--- src/fade_seq_map.vh ---
// Purpose: Register map, field positions and timing constants of the shutdown fade sequencer
// Assumes: Included by the sequencer and its tick divider
// Notes: Definitions only
`ifndef FADE_SEQ_MAP_VH
`define FADE_SEQ_MAP_VH

// ----------------------------------------------------------------
// Register offsets
// ----------------------------------------------------------------
`define ADDR_CORE_CFG 8'h10
`define ADDR_FADE_OUT 8'h11
`define ADDR_FADE_IN 8'h12

// ----------------------------------------------------------------
// Core configuration fields
// ----------------------------------------------------------------
`define CFG_RUN 0
`define CFG_RR_EN 1
`define CFG_ST_HOLD 2
`define CFG_ST_DOWN 3
`define CFG_ST_UP 4
`define CFG_UP_EN 5
`define CFG_RST_CLR 6
`define CFG_STAGGER 7
`define CFG_RESET 8'h00
// Bits software may write
`define CFG_WR_MASK 8'he3

// ----------------------------------------------------------------
// Timing fields
// ----------------------------------------------------------------
`define DOWN_LSB 0
`define DOWN_MSB 2
`define HOLD_LSB 3
`define HOLD_MSB 5
`define UP_LSB 0
`define UP_MSB 2
`define FADE_OUT_RESET 6'h00
`define FADE_IN_RESET 3'h0

// ----------------------------------------------------------------
// Port setting codes
// ----------------------------------------------------------------
`define PORT_LOGIC_LOW 8'h00
`define PORT_LOGIC_HIGH 8'h01
`define PORT_HIGH_Z 8'hff

// ----------------------------------------------------------------
// Timing
// ----------------------------------------------------------------
`define SYS_CLK_HZ 250000000
`define PWM_CLK_HZ 31250
// Shortest fade span, in microseconds (0.0655 s)
`define FADE_BASE_US 65500
// Fade span in PWM periods, rounded down
`define FADE_BASE_TICKS ((`FADE_BASE_US * `PWM_CLK_HZ) / 1000000)
// Number of fade levels
`define FADE_LEVELS 8
// Reset-run quiet time in PWM periods
`define RR_TIMEOUT_TICKS 8'h80

`endif

--- src/shutdown_fade_sequencer.v ---
// Purpose: Shutdown, hold-off, fade-out and fade-in sequencing for five LED ports
// Assumes: Register strobes and acknowledge come from a serial slave in the clk_sys domain
// Notes: Pin and strobe inputs are synchronous to clk_sys
`timescale 1ns/100ps
`include "fade_seq_map.vh"

// Summary of operation
// - Shutdown turns constant-current ports off
// - Logic ports keep working during shutdown
// - Clearing run bit enters shutdown
// - Run bit set exits shutdown
// - Registers stay accessible, unchanged by shutdown
// - Port changed to current stays off
// - Port changed to logic drives at once
// - Hold full current, then fade down
// - One config write starts whole sequence
// - Status bits show hold, down, up
// - Config bit enables fade-in
// - Config read shows reset-run and ramps
// - Timing from PWM clock, oscillator kept
// - Three-bit DAC scales shared reference
// - Boost unscaled, off after fade-out
// - Global current sets fade knee
// - Fade-out field doubles from 0.0655s
// - Hold-off field doubles; top bits reserved
// - Fade-in field doubles; upper bits ignored
// - Reset edge plus quiet time restarts
// - Acknowledged access cancels reset-run
// - PWM clock nominal 31.25kHz
module shutdown_fade_sequencer #(
  parameter TICK_DIV = `SYS_CLK_HZ / `PWM_CLK_HZ, // System cycles per PWM period
  parameter PORTS = 5 // Number of LED ports
) (
  input wire clk_sys,
  input wire rst_b,
  input wire reg_wr,
  input wire reg_rd,
  input wire [7:0] reg_addr,
  input wire [7:0] reg_wdata,
  output reg [7:0] reg_rdata_r,
  input wire bus_ack,
  input wire rst_pin,
  input wire [8*PORTS-1:0] port_setting,
  input wire [PORTS-1:0] pwm_on,
  input wire [2:0] glob_cur,
  input wire pwm_demand,
  output reg [PORTS-1:0] port_sink_r,
  output reg [2:0] ref_level_r,
  output reg boost_en_r,
  output reg osc_en_r
);

  // ----------------------------------------------------------------
  // States
  // ----------------------------------------------------------------
  localparam [4:0] S_RUN = 5'h01; // Normal operation
  localparam [4:0] S_HOLD = 5'h02; // Hold-off at full current
  localparam [4:0] S_DOWN = 5'h04; // Fading out
  localparam [4:0] S_OFF = 5'h08; // Shut down
  localparam [4:0] S_UP = 5'h10; // Fading in

  // ----------------------------------------------------------------
  // Functions
  // ----------------------------------------------------------------
  // Port setting lies in the constant-current range
  function is_cc;
    input [7:0] v;
    begin
      is_cc = (v != `PORT_LOGIC_LOW) && (v != `PORT_LOGIC_HIGH) && (v != `PORT_HIGH_Z);
    end
  endfunction

  // Span of a nonzero timing code in PWM periods
  function [17:0] span_ticks;
    input [2:0] code;
    reg [31:0] base;
    begin
      base = `FADE_BASE_TICKS;
      span_ticks = base[17:0] << (code - 3'h1);
    end
  endfunction

  // Lower of two levels
  function [2:0] lower;
    input [2:0] a;
    input [2:0] b;
    begin
      lower = (a < b) ? a : b;
    end
  endfunction

  // ----------------------------------------------------------------
  // Reset release
  // ----------------------------------------------------------------
  reg rst_meta_r; // First release stage
  reg rst_n; // Released reset for the design

  // Release reset through two flops
  always @(posedge clk_sys or negedge rst_b) begin
    if (!rst_b) begin
      rst_meta_r <= 1'b0;
      rst_n <= 1'b0;
    end else begin
      rst_meta_r <= 1'b1;
      rst_n <= rst_meta_r;
    end
  end

  // ----------------------------------------------------------------
  // PWM clock
  // ----------------------------------------------------------------
  wire tick; // One pulse per PWM period

  // Divider to the 31.25 kHz PWM clock
  pwm_tick_gen #(
    .DIV(TICK_DIV)
  ) u_tick (
    .clk_sys(clk_sys),
    .rst_n(rst_n),
    .tick_r(tick)
  );

  // ----------------------------------------------------------------
  // Registers and state
  // ----------------------------------------------------------------
  reg [7:0] cfg_r; // Stored configuration bits
  reg [5:0] fade_out_r; // Hold-off and fade-out codes
  reg [2:0] fade_in_r; // Fade-in code
  reg [4:0] state_r; // Sequencer state
  reg [4:0] state_nxt;
  reg [17:0] cnt_r; // PWM periods within interval
  reg [17:0] cnt_nxt;
  reg [2:0] step_r; // Fade DAC step
  reg [2:0] step_nxt;
  reg rst_pin_r; // Reset pin last cycle
  reg rr_wait_r; // Reset-run timeout armed
  reg [7:0] rr_cnt_r; // Reset-run quiet periods
  wire wr_cfg; // Write to configuration
  wire [2:0] down_code; // Fade-out code
  wire [2:0] hold_code; // Hold-off code
  wire [17:0] interval; // PWM periods per DAC step
  wire [17:0] hold_span; // Hold-off length
  wire rr_fire; // Reset-run timeout reached
  wire rr_cancel; // Reset-run cancelled by access
  wire [7:0] cfg_view; // Configuration as read
  assign wr_cfg = reg_wr && (reg_addr == `ADDR_CORE_CFG);
  assign down_code = fade_out_r[`DOWN_MSB:`DOWN_LSB];
  assign hold_code = fade_out_r[`HOLD_MSB:`HOLD_LSB];
  assign hold_span = span_ticks(hold_code);
  assign rr_cancel = rr_wait_r && bus_ack;
  assign rr_fire = rr_wait_r && !bus_ack && tick && (rr_cnt_r == `RR_TIMEOUT_TICKS - 8'h01);

  // Step interval for the active fade direction
  assign interval = (state_r == S_UP) ? (span_ticks(fade_in_r) >> 3) :
                    (span_ticks(down_code) >> 3);

  // Status bits merged over stored bits
  assign cfg_view = {cfg_r[`CFG_STAGGER], cfg_r[`CFG_RST_CLR], cfg_r[`CFG_UP_EN],
                     state_r == S_UP, state_r == S_DOWN, state_r == S_HOLD,
                     cfg_r[`CFG_RR_EN], cfg_r[`CFG_RUN]};

  // ----------------------------------------------------------------
  // Register file
  // ----------------------------------------------------------------
  // Writes at any time; run bit set by reset-run wins
  always @(posedge clk_sys or negedge rst_n) begin
    if (!rst_n) begin
      cfg_r <= `CFG_RESET;
      fade_out_r <= `FADE_OUT_RESET;
      fade_in_r <= `FADE_IN_RESET;
    end else begin
      // Configuration, status bits are never stored
      if (wr_cfg) begin
        cfg_r <= reg_wdata & `CFG_WR_MASK;
      end
      // Cancel clears reset-run enable
      if (rr_cancel) begin
        cfg_r[`CFG_RR_EN] <= 1'b0;
      end
      // Timeout sets the run bit
      if (rr_fire) begin
        cfg_r[`CFG_RUN] <= 1'b1;
      end
      // Fade-out and hold-off, reserved bits dropped
      if (reg_wr && (reg_addr == `ADDR_FADE_OUT)) begin
        fade_out_r <= reg_wdata[`HOLD_MSB:`DOWN_LSB];
      end
      // Fade-in, upper bits ignored
      if (reg_wr && (reg_addr == `ADDR_FADE_IN)) begin
        fade_in_r <= reg_wdata[`UP_MSB:`UP_LSB];
      end
    end
  end

  // Read data, unmapped reads return zero
  always @(posedge clk_sys or negedge rst_n) begin
    if (!rst_n) begin
      reg_rdata_r <= 8'h00;
    end else if (reg_rd) begin
      case (reg_addr)
        `ADDR_CORE_CFG: reg_rdata_r <= cfg_view;
        `ADDR_FADE_OUT: reg_rdata_r <= {2'h0, fade_out_r};
        `ADDR_FADE_IN: reg_rdata_r <= {5'h00, fade_in_r};
        default: reg_rdata_r <= 8'h00;
      endcase
    end
  end

  // ----------------------------------------------------------------
  // Reset-run trigger
  // ----------------------------------------------------------------
  // Arm on a rising pin edge while enabled and shut down
  always @(posedge clk_sys or negedge rst_n) begin
    if (!rst_n) begin
      rst_pin_r <= 1'b0;
      rr_wait_r <= 1'b0;
      rr_cnt_r <= 8'h00;
    end else begin
      rst_pin_r <= rst_pin;
      if (rr_cancel || rr_fire || !rst_pin || !cfg_r[`CFG_RR_EN] || cfg_r[`CFG_RUN]) begin
        // Short pulses and finished triggers disarm
        rr_wait_r <= 1'b0;
        rr_cnt_r <= 8'h00;
      end else if (rst_pin && !rst_pin_r) begin
        rr_wait_r <= 1'b1;
        rr_cnt_r <= 8'h00;
      end else if (rr_wait_r && tick) begin
        rr_cnt_r <= rr_cnt_r + 8'h01;
      end
    end
  end

  // ----------------------------------------------------------------
  // Sequencer
  // ----------------------------------------------------------------
  // Next state from run bit level and interval counts
  always @* begin
    state_nxt = state_r;
    cnt_nxt = cnt_r;
    step_nxt = step_r;
    case (state_r)
      S_RUN: begin
        // Run cleared starts hold-off, fade-out or stop
        if (!cfg_r[`CFG_RUN]) begin
          cnt_nxt = 18'h00000;
          step_nxt = 3'h7;
          if (hold_code != 3'h0) begin
            state_nxt = S_HOLD;
          end else if (down_code != 3'h0) begin
            state_nxt = S_DOWN;
          end else begin
            state_nxt = S_OFF;
          end
        end
      end
      S_HOLD: begin
        // Full current until hold-off span ends
        if (cfg_r[`CFG_RUN]) begin
          state_nxt = S_RUN;
        end else if (tick) begin
          if (cnt_r + 18'h00001 >= hold_span) begin
            cnt_nxt = 18'h00000;
            state_nxt = (down_code != 3'h0) ? S_DOWN : S_OFF;
          end else begin
            cnt_nxt = cnt_r + 18'h00001;
          end
        end
      end
      S_DOWN: begin
        // One DAC step down per interval
        if (cfg_r[`CFG_RUN]) begin
          state_nxt = S_RUN;
        end else if (tick) begin
          if (cnt_r + 18'h00001 >= interval) begin
            cnt_nxt = 18'h00000;
            if (step_r == 3'h0) begin
              state_nxt = S_OFF;
            end else begin
              step_nxt = step_r - 3'h1;
            end
          end else begin
            cnt_nxt = cnt_r + 18'h00001;
          end
        end
      end
      S_OFF: begin
        // Run set leaves shutdown, with fade-in if enabled
        if (cfg_r[`CFG_RUN]) begin
          cnt_nxt = 18'h00000;
          step_nxt = 3'h0;
          if (cfg_r[`CFG_UP_EN] && (fade_in_r != 3'h0)) begin
            state_nxt = S_UP;
          end else begin
            state_nxt = S_RUN;
          end
        end
      end
      S_UP: begin
        // One DAC step up per interval
        if (!cfg_r[`CFG_RUN]) begin
          state_nxt = S_RUN;
        end else if (tick) begin
          if (cnt_r + 18'h00001 >= interval) begin
            cnt_nxt = 18'h00000;
            if (step_r == 3'h7) begin
              state_nxt = S_RUN;
            end else begin
              step_nxt = step_r + 3'h1;
            end
          end else begin
            cnt_nxt = cnt_r + 18'h00001;
          end
        end
      end
      default: begin
        state_nxt = S_OFF;
      end
    endcase
  end

  // State registers, reset starts in shutdown
  always @(posedge clk_sys or negedge rst_n) begin
    if (!rst_n) begin
      state_r <= S_OFF;
      cnt_r <= 18'h00000;
      step_r <= 3'h0;
    end else begin
      state_r <= state_nxt;
      cnt_r <= cnt_nxt;
      step_r <= step_nxt;
    end
  end

  // ----------------------------------------------------------------
  // Outputs
  // ----------------------------------------------------------------
  // Port sinks, reference, boost and oscillator request
  integer i;
  always @(posedge clk_sys or negedge rst_n) begin
    if (!rst_n) begin
      port_sink_r <= {PORTS{1'b0}};
      ref_level_r <= 3'h0;
      boost_en_r <= 1'b0;
      osc_en_r <= 1'b0;
    end else begin
      for (i = 0; i < PORTS; i = i + 1) begin
        if (is_cc(port_setting[8*i +: 8])) begin
          // Current ports off and high impedance in shutdown
          port_sink_r[i] <= (state_nxt != S_OFF) && pwm_on[i];
        end else begin
          // Logic ports follow their setting at once
          port_sink_r[i] <= (port_setting[8*i +: 8] == `PORT_LOGIC_LOW);
        end
      end
      // Fade step clipped by the global current knee
      if ((state_nxt == S_RUN) || (state_nxt == S_HOLD)) begin
        ref_level_r <= glob_cur;
      end else begin
        ref_level_r <= lower(step_nxt, glob_cur);
      end
      boost_en_r <= (state_nxt != S_OFF);
      osc_en_r <= pwm_demand || ((state_nxt != S_RUN) && (state_nxt != S_OFF));
    end
  end

endmodule // shutdown_fade_sequencer

--- src/pwm_tick_gen.v ---
// Purpose: Divides the system clock down to the PWM clock and emits one pulse per PWM period
// Assumes: clk_sys at 250 MHz, asynchronous active-low reset already released cleanly
// Notes: The divider keeps running so fade timing never stalls
`timescale 1ns/100ps
`include "fade_seq_map.vh"

module pwm_tick_gen #(
  parameter DIV = `SYS_CLK_HZ / `PWM_CLK_HZ // System cycles per PWM period
) (
  input wire clk_sys,
  input wire rst_n,
  output reg tick_r
);

  // ----------------------------------------------------------------
  // Divider
  // ----------------------------------------------------------------
  reg [15:0] div_r; // Cycle count within a period

  // Count to DIV-1 then wrap with a tick
  always @(posedge clk_sys or negedge rst_n) begin
    if (!rst_n) begin
      div_r <= 16'h0000;
      tick_r <= 1'b0;
    end else if (div_r == DIV[15:0] - 16'h0001) begin
      div_r <= 16'h0000;
      tick_r <= 1'b1;
    end else begin
      div_r <= div_r + 16'h0001;
      tick_r <= 1'b0;
    end
  end

endmodule // pwm_tick_gen

--- config.mk ---
export PLATFORM = sky130hd
export DESIGN_NAME = shutdown_fade_sequencer
export DESIGN_NICKNAME = d
export VERILOG_FILES = /design/src/shutdown_fade_sequencer.v /design/src/pwm_tick_gen.v
export VERILOG_INCLUDE_DIRS = /design/src
export SDC_FILE = /design/constraint.sdc
export NUM_CORES = 1
export LEC_CHECK = 0
export ABC_AREA = 1
export BUFFER_PORTS_ARGS = -buffer_cell sky130_fd_sc_hd__buf_2
export CORE_ASPECT_RATIO = 1.2
export CORE_MARGIN = 2
export CORE_UTILIZATION = 29
export CTS_BUF_LIST = sky130_fd_sc_hd__clkbuf_16
export DETAILED_ROUTE_END_ITERATION = 16
export PLACE_DENSITY = 0.5
export SLEW_MARGIN = 40
export SYNTH_ARGS = -nofsm -noshare
export SYNTH_HDL_FRONTEND = slang
export SYNTH_SLANG_ARGS = --single-unit
--- constraint.sdc ---
create_clock -name clk_sys -period 3.1 [get_ports clk_sys]
set_input_delay 0 -clock clk_sys [delete_from_list [all_inputs] [get_ports clk_sys]]
set_output_delay 0 -clock clk_sys [all_outputs]
set_load 0.02 [all_outputs]
Word level (Yosys, flattened, before mapping):

Cells that the tools add are included.

* mux-type cells: 57
* shift-type cells: 3
* $add $sub $neg: 8
* order comparisons: 3
* reductions and logical operators: 56
* equal/unequal tests: 31

Operator list (number)
* $mux W18: 9
* $pmux W18 S5: 1
* $mux W5: 14
* $shl A11 B3 Y18 const A: 3
* $logic_not A8 Y1: 5
* $ne A8 B1 Y1 const B: 5
* $ne A8 B8 Y1 const B: 5
* $reduce_bool A8 Y1: 5
* $mux W3: 12
* $logic_and A1 B1 Y1: 26
* $pmux W5 S5: 1
* $eq A8 B5 Y1 const B: 3
* $mux W8: 3
* $pmux W8 S3: 1
* $add A18 B1 Y18 const B: 1
* $ge A18 B15 Y1: 1
* $ge A18 B18 Y1: 1
* $add A16 B1 Y16 const B: 1
* $eq A16 B13 Y1 const B: 1
* $mux W16: 1
* $mux W15: 1
* $pmux W3 S4: 1
* $reduce_bool A3 Y1: 4
* $sub A3 B1 Y3 const B: 4
* 23 further kinds: 49

* word-level logic and storage cells: 178
* flip-flop bits (word level): 87

Depth between registers and ports, before layout:

Gate-level depths: netlist of the first run.

* depth after elaboration: 11
* depth in mapped cells: 36

Hierarchy:

From an unflattened synthesis of the first run, not the netlist that was laid out.

* cell total of the unflattened synthesis: 804
* area total of the unflattened synthesis: 5970.7 um^2

By module, submodules not included
* shutdown_fade_sequencer: sequential area each 1752.9 um^2, cells an instance 682, times used 1, area each 5031.1 um^2
* pwm_tick_gen: sequential area each 425.4 um^2, cells an instance 122, times used 1, area each 939.7 um^2

Worst setup path before layout of the first run:

Ideal clock, no wire load.

* path type: reg-to-reg
* start: reg state_r[1]
* end: reg ref_level_r[2]
* slack: -0.963 ns
* cell stages (with the launch flop): 34
* period minus slack after synthesis: 4.063 ns
* arrival time: 3.942 ns
* data required time: 2.979 ns
* path buffers: 1
* cells stage by stage: dfrtp_1 > nor2_1 > nand3_1 > o21ai_0 > nor2_1 > inv_1 > ha_1 > buf_2 > nand2_1 > inv_1 > ha_1 > nand3_1 > inv_1 > nor2_1 > nand3_1 > nand2_1 > inv_1 > nand3_1 > nand2_1 > nand3_1 > nand3_4 > nand2_4 > inv_2 > nand2_1 > nand2_1 > nor3_1 > nand2_1 > nand2_1 > inv_2 > ha_1 > a21oi_1 > nand2_1 > nor2_1 > a21oi_1

* longest elaborated chain between the ends: 10
* elaborated cells between the ends (all ways): 34

RTL lines
* start, declared: RTL line shutdown_fade_sequencer.v:129 `reg [4:0] state_r;`
* start signal, assigned: RTL line shutdown_fade_sequencer.v:328 `state_r <= state_nxt;`
* $eq A5 B5 Y1: RTL line shutdown_fade_sequencer.v:154, shutdown_fade_sequencer.v:241
* $mux W15: RTL line shutdown_fade_sequencer.v:154 `assign interval = (state_r == S_UP) ? (span_ticks(fade_in_r) >> 3) :`
* $ge A18 B15 Y1: RTL line shutdown_fade_sequencer.v:274, shutdown_fade_sequencer.v:303
* $mux W3 (on tied branches): RTL line shutdown_fade_sequencer.v:303, shutdown_fade_sequencer.v:274
* $mux W3 (on tied branches): RTL line shutdown_fade_sequencer.v:302, shutdown_fade_sequencer.v:273
* $mux W3 (on tied branches): RTL line shutdown_fade_sequencer.v:300, shutdown_fade_sequencer.v:271
* $pmux W3 S4 (*): RTL line shutdown_fade_sequencer.v:241 `case (state_r)`
* net step_nxt[2]: RTL line shutdown_fade_sequencer.v:134 `reg [2:0] step_nxt;`
* $lt A3 B3 Y1: RTL line shutdown_fade_sequencer.v:88 `lower = (a < b) ? a : b;`
* $mux W3 (*): RTL line shutdown_fade_sequencer.v:88
* $mux W3 (*): RTL line shutdown_fade_sequencer.v:356 `if ((state_nxt == S_RUN) || (state_nxt == S_HOLD)) begin`
* end signal, assigned: RTL line shutdown_fade_sequencer.v:357 `ref_level_r <= glob_cur;`
* end signal, assigned: RTL line shutdown_fade_sequencer.v:359 `ref_level_r <= lower(step_nxt, glob_cur);`
* end, declared: RTL line shutdown_fade_sequencer.v:48 `output reg [2:0] ref_level_r,`

The timed path passes the listed nets; every way through them passes the cells marked *.
A chain may end at the register's enable or synchronous reset.

Worst setup path after layout of the first run:

* start: reg state_r[0]
* end: reg ref_level_r[2]

* longest elaborated chain between the ends: 10
* elaborated cells between the ends (all ways): 34

RTL lines (RTL line)
* $eq A5 B5 Y1: shutdown_fade_sequencer.v:154, shutdown_fade_sequencer.v:241
* $mux W15: shutdown_fade_sequencer.v:154
* $ge A18 B15 Y1: shutdown_fade_sequencer.v:274, shutdown_fade_sequencer.v:303
* $mux W3 (on tied branches): shutdown_fade_sequencer.v:303, shutdown_fade_sequencer.v:274
* $mux W3 (on tied branches): shutdown_fade_sequencer.v:302, shutdown_fade_sequencer.v:273
* $mux W3 (on tied branches): shutdown_fade_sequencer.v:300, shutdown_fade_sequencer.v:271
* $pmux W3 S4 (*): shutdown_fade_sequencer.v:241
* net step_nxt[1]: shutdown_fade_sequencer.v:134
* $lt A3 B3 Y1 (*): shutdown_fade_sequencer.v:88
* $mux W3 (*): shutdown_fade_sequencer.v:88
* $mux W3 (*): shutdown_fade_sequencer.v:356

Marks and branches as above.

==> results of run 1 <==
[registers in the layout, indices dropped and copies added, names as in the netlist, 3 cells and up]
name          flops
reg_rdata_r       8
state_r           5
cnt_r            18
cfg_r             5
fade_out_r        6
rr_cnt_r          8
fade_in_r         3
port_sink_r       5
step_r            3
u_tick.div_r     16
ref_level_r       3
[per-layer routing]
layer | GRT usage | routed length [um] | up-vias
met3 | 0.0245 | 372 | 15
met1 | 0.182 | 6680 | 2607
met5 | 0 | 0 | -
met2 | 0.286 | 8380 | 71
met4 | 0.0455 | 187 | 0
li1 | - | - | 2901
[cell type report]
type | instances | share of cell area
tap | 261 | 0.0398
clock inverter | 7 | 0.00853
clock buffer | 9 | 0.0274
inverter | 121 | 0.0556
sequential | 87 | 0.266
multi-input combinational | 532 | 0.411
timing repair buffer | 222 | 0.192
[through the flow]
stage,setup slack (ns),power [W],util
after floorplan,-0.607,0.00219,-
after global placement,-0.784,0.00274,0.367
after detailed placement,-0.869,0.00274,0.367
after CTS,-0.604,0.00404,0.410
after global routing,-0.837,0.00447,0.425
final,-0.507,0.00417,0.425
[power groups by stage]
stage / clock (W) / sequential, W / combinational, W
after floorplan: 0 / 0.00141 / 0.000780
after global placement: 0 / 0.00135 / 0.00139
after detailed placement: 0 / 0.00135 / 0.00139
after CTS: 0.00116 / 0.00133 / 0.00155
after global routing: 0.00122 / 0.00135 / 0.00191
final: 0.00112 / 0.00133 / 0.00172
[what timing repair did]
action | CTS | global route
resized for setup | 38 | 55
hold endpoints to repair | 35 | 0
setup buffers | 3 | 8
hold buffers | 40 | 0
endpoints found under the setup margin | 35 | 36
pin swaps | 11 | 20
[logic make-up after synthesis]
group	share of synthesized area
and+or+nand+nor	0.292
adders and majority gates	0.0927
AOI/OAI and AO/OA	0.113
buffers and inverters	0.0866
DFF	0.384
other	0.000662
xor gates and xnor gates	0.0309
[placed cells by master (no fill, tap or decap), types with 8 or more instances in the layout]
cell / n
a21oi_1: 28
buf_2: 88
buf_4: 87
clkbuf_16: 9
dfrtp_1: 85
dlygate4sd3_1: 40
ha_1: 35
inv_1: 113
nand2_1: 150
nand2_2: 24
nand3_1: 31
nand4_1: 24
nor2_1: 69
nor2_4: 8
nor3_1: 14
o21ai_0: 25
o21ai_1: 8
o21ai_2: 11
o22ai_2: 9
xor2_1: 15
[critical path, delay by kind of cell (launching register included)]
family	cells	cell delay, ns
fa+ha+maj	3	0.80
simple gates	17	1.44
buf+inv	5	0.39
compound gates	5	0.45
flops	1	0.40
[worst min path at each step]
stage           startpoint             end  slack [ns]  depth (start not counted)
3_5_place_dp         rst_b      rst_meta_r       -0.21                          1
5_1_grt        reg_addr[0]  reg_rdata_r[6]        0.05                          4
2_1_floorplan        rst_b      rst_meta_r       -0.30                          0
4_1_cts        reg_addr[0]  reg_rdata_r[6]       0.003                          4
6_report       reg_addr[0]  reg_rdata_r[7]        0.01                          4
3_3_place_gp         rst_b      rst_meta_r       -0.21                          1
==> flow_metrics.py, run 1 <==
metrics = {
    "synthesis": {
        "synth_area_leaders": "dfrtp_1 (38%), nand2_1 (11%), ha_1 (9.3%)",
        "synth-main-ff-cell": "dfrtp_1",
        "syn_nets": 860,
        "ys_seq_area_frac": 0.384,
        "synth_cells": 747,
        "synth_seq_cells": 87,
        "yosysMostFrequentCell": "nand2_1",
        "synth_commonest_cells": "nand2_1 (165), inv_1 (118), dfrtp_1 (86)",
        "netlist-cell-type-count": 47,
        "synth_top_area_frac": 0.380,
        "avgSynthCellArea_um2": 7.59,
        "yosysWarnings": 0,
        "syn_area_mm2": 0.00567,
        "synth-edff-count": 0,
        "yosys.area.top_type": "dfrtp_1",
        "async_flop_share": 1.00,
    },
    "flow_run": {
        "cap_viol_max_count": 0,
    },
    "drt": {
        "drc": 0,
        "initialDrtViolationCount": 254,
        "post_drt_wl_per_cell_um": 12.6,
        "vias": 5594,
        "wirelength_um": 15600,
        "first_pass_iters": 4,
        "vias_per_cell": 4.51,
        "antenna_left": 0,
    },
    "layout": {
        "seqCellArea_mm2": 0.00218,
        "final_layout_size_suffix_gt1_frac": 0.305,
        "final_area_mm2": 0.00822,
        "num_antenna_cells": 0,
        "final_net_count": 1086,
        "syn2layout_area_growth_pct": 45.0,
        "final_cells": 1239,
        "fill_cells": 2043,
        "multiInputGateArea_mm2": 0.00338,
    },
    "placement": {
        "gp_congestion": 0.837,
        "io_buffers": 88,
        "dp_hpwl_um": 12000,
        "placedCellCount": 1173,
        "placed_area_mm2": 0.00709,
    },
    "status": {
        "outcome": "finished with violations",
        "violations": "negative setup slack",
    },
    "clock_tree": {
        "cts_made_buffers": 9,
        "clockBufferDepth": 2,
        "clk_latency_ns": 0.35,
        "tritoncts": "done",
        "cts_sinks": 87,
        "htree_levels": 3,
        "cts_root_buf": "clkbuf_16",
        "clkTransAtPathRegs_ns": 0.07,
    },
    "worst_setup_path": {
        "critPathMaxFanout": 8,
        "crit_path_frequent_cell": "nand2_1",
        "cp-start-kind": "flip-flop",
        "r2r_start": "state_r[0]",
        "worst-setup-path-type": "flip-flop to flip-flop",
        "reg2reg_to": "ref_level_r[2]",
        "reg2reg_depth": 30,
        "r2r_setup_slack_ns": -0.51,
        "crit_path_max_incr_delay_ns": 0.40,
        "worst_ep_required_time_ns": 3.33,
        "cp_slowest_cell": "dfrtp_1",
        "crit_end": "ref_level_r[2]",
        "cp.arrival_ns": 3.84,
        "timing.critical_path.from": "state_r[0]",
        "crit_path_end_kind": "flip-flop",
    },
    "die": {
        "die_area_mm2": 0.0207,
        "core_area_mm2": 0.0193,
        "row_count": 56,
        "ios": 89,
        "die_y_um": 157,
        "die_x_um": 132,
        "initial_core_util": 0.293,
    },
    "timing": {
        "worst_hold_slack_ns": 0.0116,
        "final-hold-violation-count": 0,
        "worst_slew_pin_slew_ns": 0.713,
        "slew_headroom": 0.519,
        "drv_slew": 0,
        "fin_tns_setup_ns": -3.78,
        "period_share": 1.16,
        "setup_ws_ns": -0.507,
        "fmax_mhz": 277,
        "setup_violations": 29,
        "post-route-min-period_ns": 3.61,
        "rsz0062_at_grt": "true",
        "clock_skew_ns": 0.0101,
    },
    "global_route": {
        "grt_pass1_wl_um": 25600,
        "grt_pass1_vias": 5418,
        "grt.overflow.total": 0,
        "grt_use_total": 0.154,
        "antenna_found_initial": 0,
        "grt_max_degree": 53,
    },
    "min_path": {
        "hold_path.class": "input port to flip-flop",
    },
    "power": {
        "seq_power_share": 0.319,
        "swShare": 0.374,
        "clkPwrFrac": 0.269,
        "p_leak_nw": 4.19,
        "irDropWorstVdd_mv": 0.299,
        "p_int_w": 0.00261,
        "powerDensity_mw_per_mm2": 507,
        "p_switching_w": 0.00156,
        "comb_power_share": 0.413,
    },
}
(Power assumes the default switching activity.)
==> run 2: changes to the inputs <==
Settings changed: GPL_TIMING_DRIVEN from default to 0, SYNTH_HIERARCHICAL from default to 1.
==> run 2 against run 1 <==
Effect of this change:
- the flow finishes with violations (negative hold slack, negative setup slack)
- clock skew fell by 0.0024 ns
- non-clock buffer count fell by 63
- global-route usage rose by 0.076 points
- sequential cell count did not move
- combinational power fell by 20%
- synthesized cell count rose by 7.6%
- maximum frequency fell by 7.0%
- largest power group unchanged
==> flow_metrics.py, run 2 <==
metrics = {
    "timing": {
        "post-route-min-period_ns": 3.88,
        "rsz0062_at_grt": "true",
        "worst_hold_slack_ns": -0.00897,
        "setup_violations": 34,
        "slew_headroom": 0.513,
        "worst_slew_pin_slew_ns": 0.724,
        "setup_ws_ns": -0.778,
        "fmax_mhz": 258,
        "drv_slew": 0,
        "period_share": 1.25,
        "fin_tns_setup_ns": -16.90,
        "clock_skew_ns": 0.00772,
        "final-hold-violation-count": 1,
    },
    "drt": {
        "wirelength_um": 16400,
        "drc": 0,
        "first_pass_iters": 4,
        "initialDrtViolationCount": 200,
        "post_drt_wl_per_cell_um": 13.3,
        "vias": 5710,
        "vias_per_cell": 4.61,
        "antenna_left": 0,
    },
    "placement": {
        "dp_slack_ns": -1.19,
        "placed_area_mm2": 0.00688,
        "io_buffers": 88,
        "gp_congestion": 0.802,
        "dp_hpwl_um": 12200,
    },
    "min_path": {
        "hold_path.class": "input port to flip-flop",
        "hold_depth": 4,
    },
    "synthesis": {
        "ys_seq_area_frac": 0.365,
        "yosysMostFrequentCell": "nand2_1",
        "synth_commonest_cells": "nand2_1 (191), inv_1 (118), dfrtp_1 (86)",
        "synth-main-ff-cell": "dfrtp_1",
        "avgSynthCellArea_um2": 7.43,
        "syn_area_mm2": 0.00597,
        "yosysWarnings": 6,
        "syn_nets": 917,
        "synth-edff-count": 0,
        "synth_cells": 804,
        "synth_seq_cells": 87,
        "yosys.area.top_type": "dfrtp_1",
        "netlist-cell-type-count": 50,
        "async_flop_share": 1.00,
        "synth_area_leaders": "dfrtp_1 (36%), nand2_1 (12%), ha_1 (8.8%)",
        "synth_top_area_frac": 0.360,
    },
    "global_route": {
        "grt.overflow.total": 0,
        "use_met3": 0.0264,
        "antenna_found_initial": 0,
        "top_usage_layer": "met2",
        "use_met1": 0.189,
        "grt_pass1_wl_um": 26900,
        "groute.layer.met2.usage": 0.277,
        "grt_max_degree": 40,
        "grt_pass1_vias": 5566,
        "grt_use_total": 0.154,
    },
    "layout": {
        "final_cell_mix": "nand2_1 (180), inv_1 (110), buf_2 (90), dfrtp_1 (82), nor2_1 (74)",
        "fill_cells": 2151,
        "mostFrequentLayoutCell": "nand2_1",
        "syn2layout_area_growth_pct": 35.3,
        "final_net_count": 1082,
        "num_antenna_cells": 0,
        "post-route-util": 0.399,
        "final_layout_size_suffix_gt1_frac": 0.273,
        "final_area_mm2": 0.00808,
        "top_register": "cnt_r",
        "top_regs": "cnt_r (18), u_tick/div_r (16)",
        "largest_reg_flops": 18,
    },
    "power": {
        "p_leak_nw": 3.92,
        "powerDensity_mw_per_mm2": 474,
        "irDropWorstVdd_mv": 0.230,
        "p_switching_w": 0.00142,
        "comb_power_share": 0.356,
        "clkPwrFrac": 0.295,
        "swShare": 0.370,
        "seq_power_share": 0.349,
        "p_int_w": 0.00242,
    },
    "clock_tree": {
        "tritoncts": "done",
        "cts_sinks": 87,
        "cts_made_buffers": 9,
        "cts_root_buf": "clkbuf_16",
        "htree_levels": 3,
        "clk_latency_ns": 0.35,
        "clockBufferDepth": 2,
        "clkTransAtPathRegs_ns": 0.07,
    },
    "die": {
        "die_area_mm2": 0.0218,
        "die_x_um": 135,
        "core_area_mm2": 0.0203,
        "initial_core_util": 0.295,
        "die_y_um": 161,
        "row_count": 57,
        "ios": 89,
    },
    "worst_setup_path": {
        "worst_ep_required_time_ns": 3.34,
        "cp-start-kind": "flip-flop",
        "reg2reg_depth": 25,
        "critPathMaxFanout": 7,
        "cp.arrival_ns": 4.12,
        "crit_path_end_kind": "flip-flop",
        "worst-setup-path-type": "flip-flop to flip-flop",
    },
    "status": {
        "violations": "negative hold slack, negative setup slack",
        "outcome": "finished with violations",
    },
    "flow_run": {
        "cap_viol_max_count": 0,
    },
}
==> run 2: cell types whose count changed after synthesis, moves of 6 or more <==
cell and delta:
nor2_2 +14, nand2_1 +26, a21oi_1 -8, nand3_1 +15, o21bai_1 +6
==> run 2: power by group through the flow <==
stage	sequential [W]	combinational (W)	clock (W)
after floorplan	0.00142	0.000738	0
after global placement	0.00137	0.00115	0
after detailed placement	0.00135	0.00118	0
after CTS	0.00134	0.00130	0.00116
after global routing	0.00135	0.00153	0.00122
final	0.00134	0.00137	0.00113
==> run 2: routing by layer <==
| layer | vias up | routed length [um] |
|---|---|---|
| met1 | 2622 | 7190 |
| li1 | 2956 | - |
| met2 | 117 | 8460 |
| met5 | - | 0 |
| met3 | 15 | 595 |
| met4 | 0 | 207 |
==> run 2: metrics by stage <==
| stage | hold slack (ns) | total power, W | std cells |
|---|---|---|---|
| floorplan | -0.296 | 0.00216 | 804 |
| global placement | -0.212 | 0.00252 | 1157 |
| detailed placement | -0.213 | 0.00253 | 1159 |
| CTS | 0.00191 | 0.00380 | 1226 |
| global route | 0.0164 | 0.00410 | 1239 |
| finish | -0.00897 | 0.00383 | 1239 |
==> run 2: final timing paths <==
check                                 end        from  slack [ns]
min in group asynchronous        cfg_r[7]       rst_n        0.23
hold / removal             port_sink_r[3]   pwm_on[3]      -0.009
setup / recovery           ref_level_r[0]  state_r[3]       -0.78
max in group asynchronous  ref_level_r[0]       rst_n        2.35
hold reg to reg                  cfg_r[7]       rst_n        0.23
setup reg to reg           ref_level_r[0]  state_r[3]       -0.78
==> run 2: timing repair <==
action / CTS / global route
resized for setup: 34 / 51
cloned: 2 / 0
pin swaps: 27 / 31
setup buffers: 23 / 11
endpoints found under the setup margin: 35 / 36
endpoints found under the hold margin: 32 / 1
hold buffers: 26 / 2
==> run 2: worst max-delay path: stages, from the launching register on <==
cell and delay (ns):
dfstp_2 0.60, nor2_4 0.06, nand3_4 0.17, mux2i_4 0.32, ha_4 0.24, buf_12 0.14, nand2_8 0.06, inv_2 0.04
ha_4 0.25, and3_4 0.19, nand3_2 0.07, nor2_1 0.08, nand2_1 0.08, nand2_2 0.09, a21oi_4 0.06, nand2_4 0.11
nand2_4 0.06, o211ai_1 0.19, a31oi_2 0.13, ha_2 0.19, a21oi_2 0.15, nand4_2 0.11, nor2_4 0.18, nand2_2 0.07
nand2_1 0.06, nand2_1 0.04
==> run 2: cell type report <==
class                   count  area [um2]  area share
inverters                 123         467      0.0578
clock buffers               9         225      0.0279
multi-input cells         589        3670       0.454
plain buffers               6        62.6     0.00774
repair buffers            153        1060       0.132
flip-flops and latches     87        2190       0.271
well taps                 265         332      0.0410
clock inverters             7        76.3     0.00945
==> run 2: logic make-up (layout without fill, tap and decap cells) <==
logic type               after synthesis  in the layout  synth area share
other                                  1              1          0.000628
AO/OA/AOI/OAI                         99             99             0.101
adder cells (fa/ha/maj)               42             42            0.0880
AND/OR/NAND/NOR                      426            427             0.333
XOR/XNOR                              19             19            0.0279
flip-flops                            87             87             0.365
multiplexers                           1              1           0.00168
buffers and inverters                129            298            0.0834
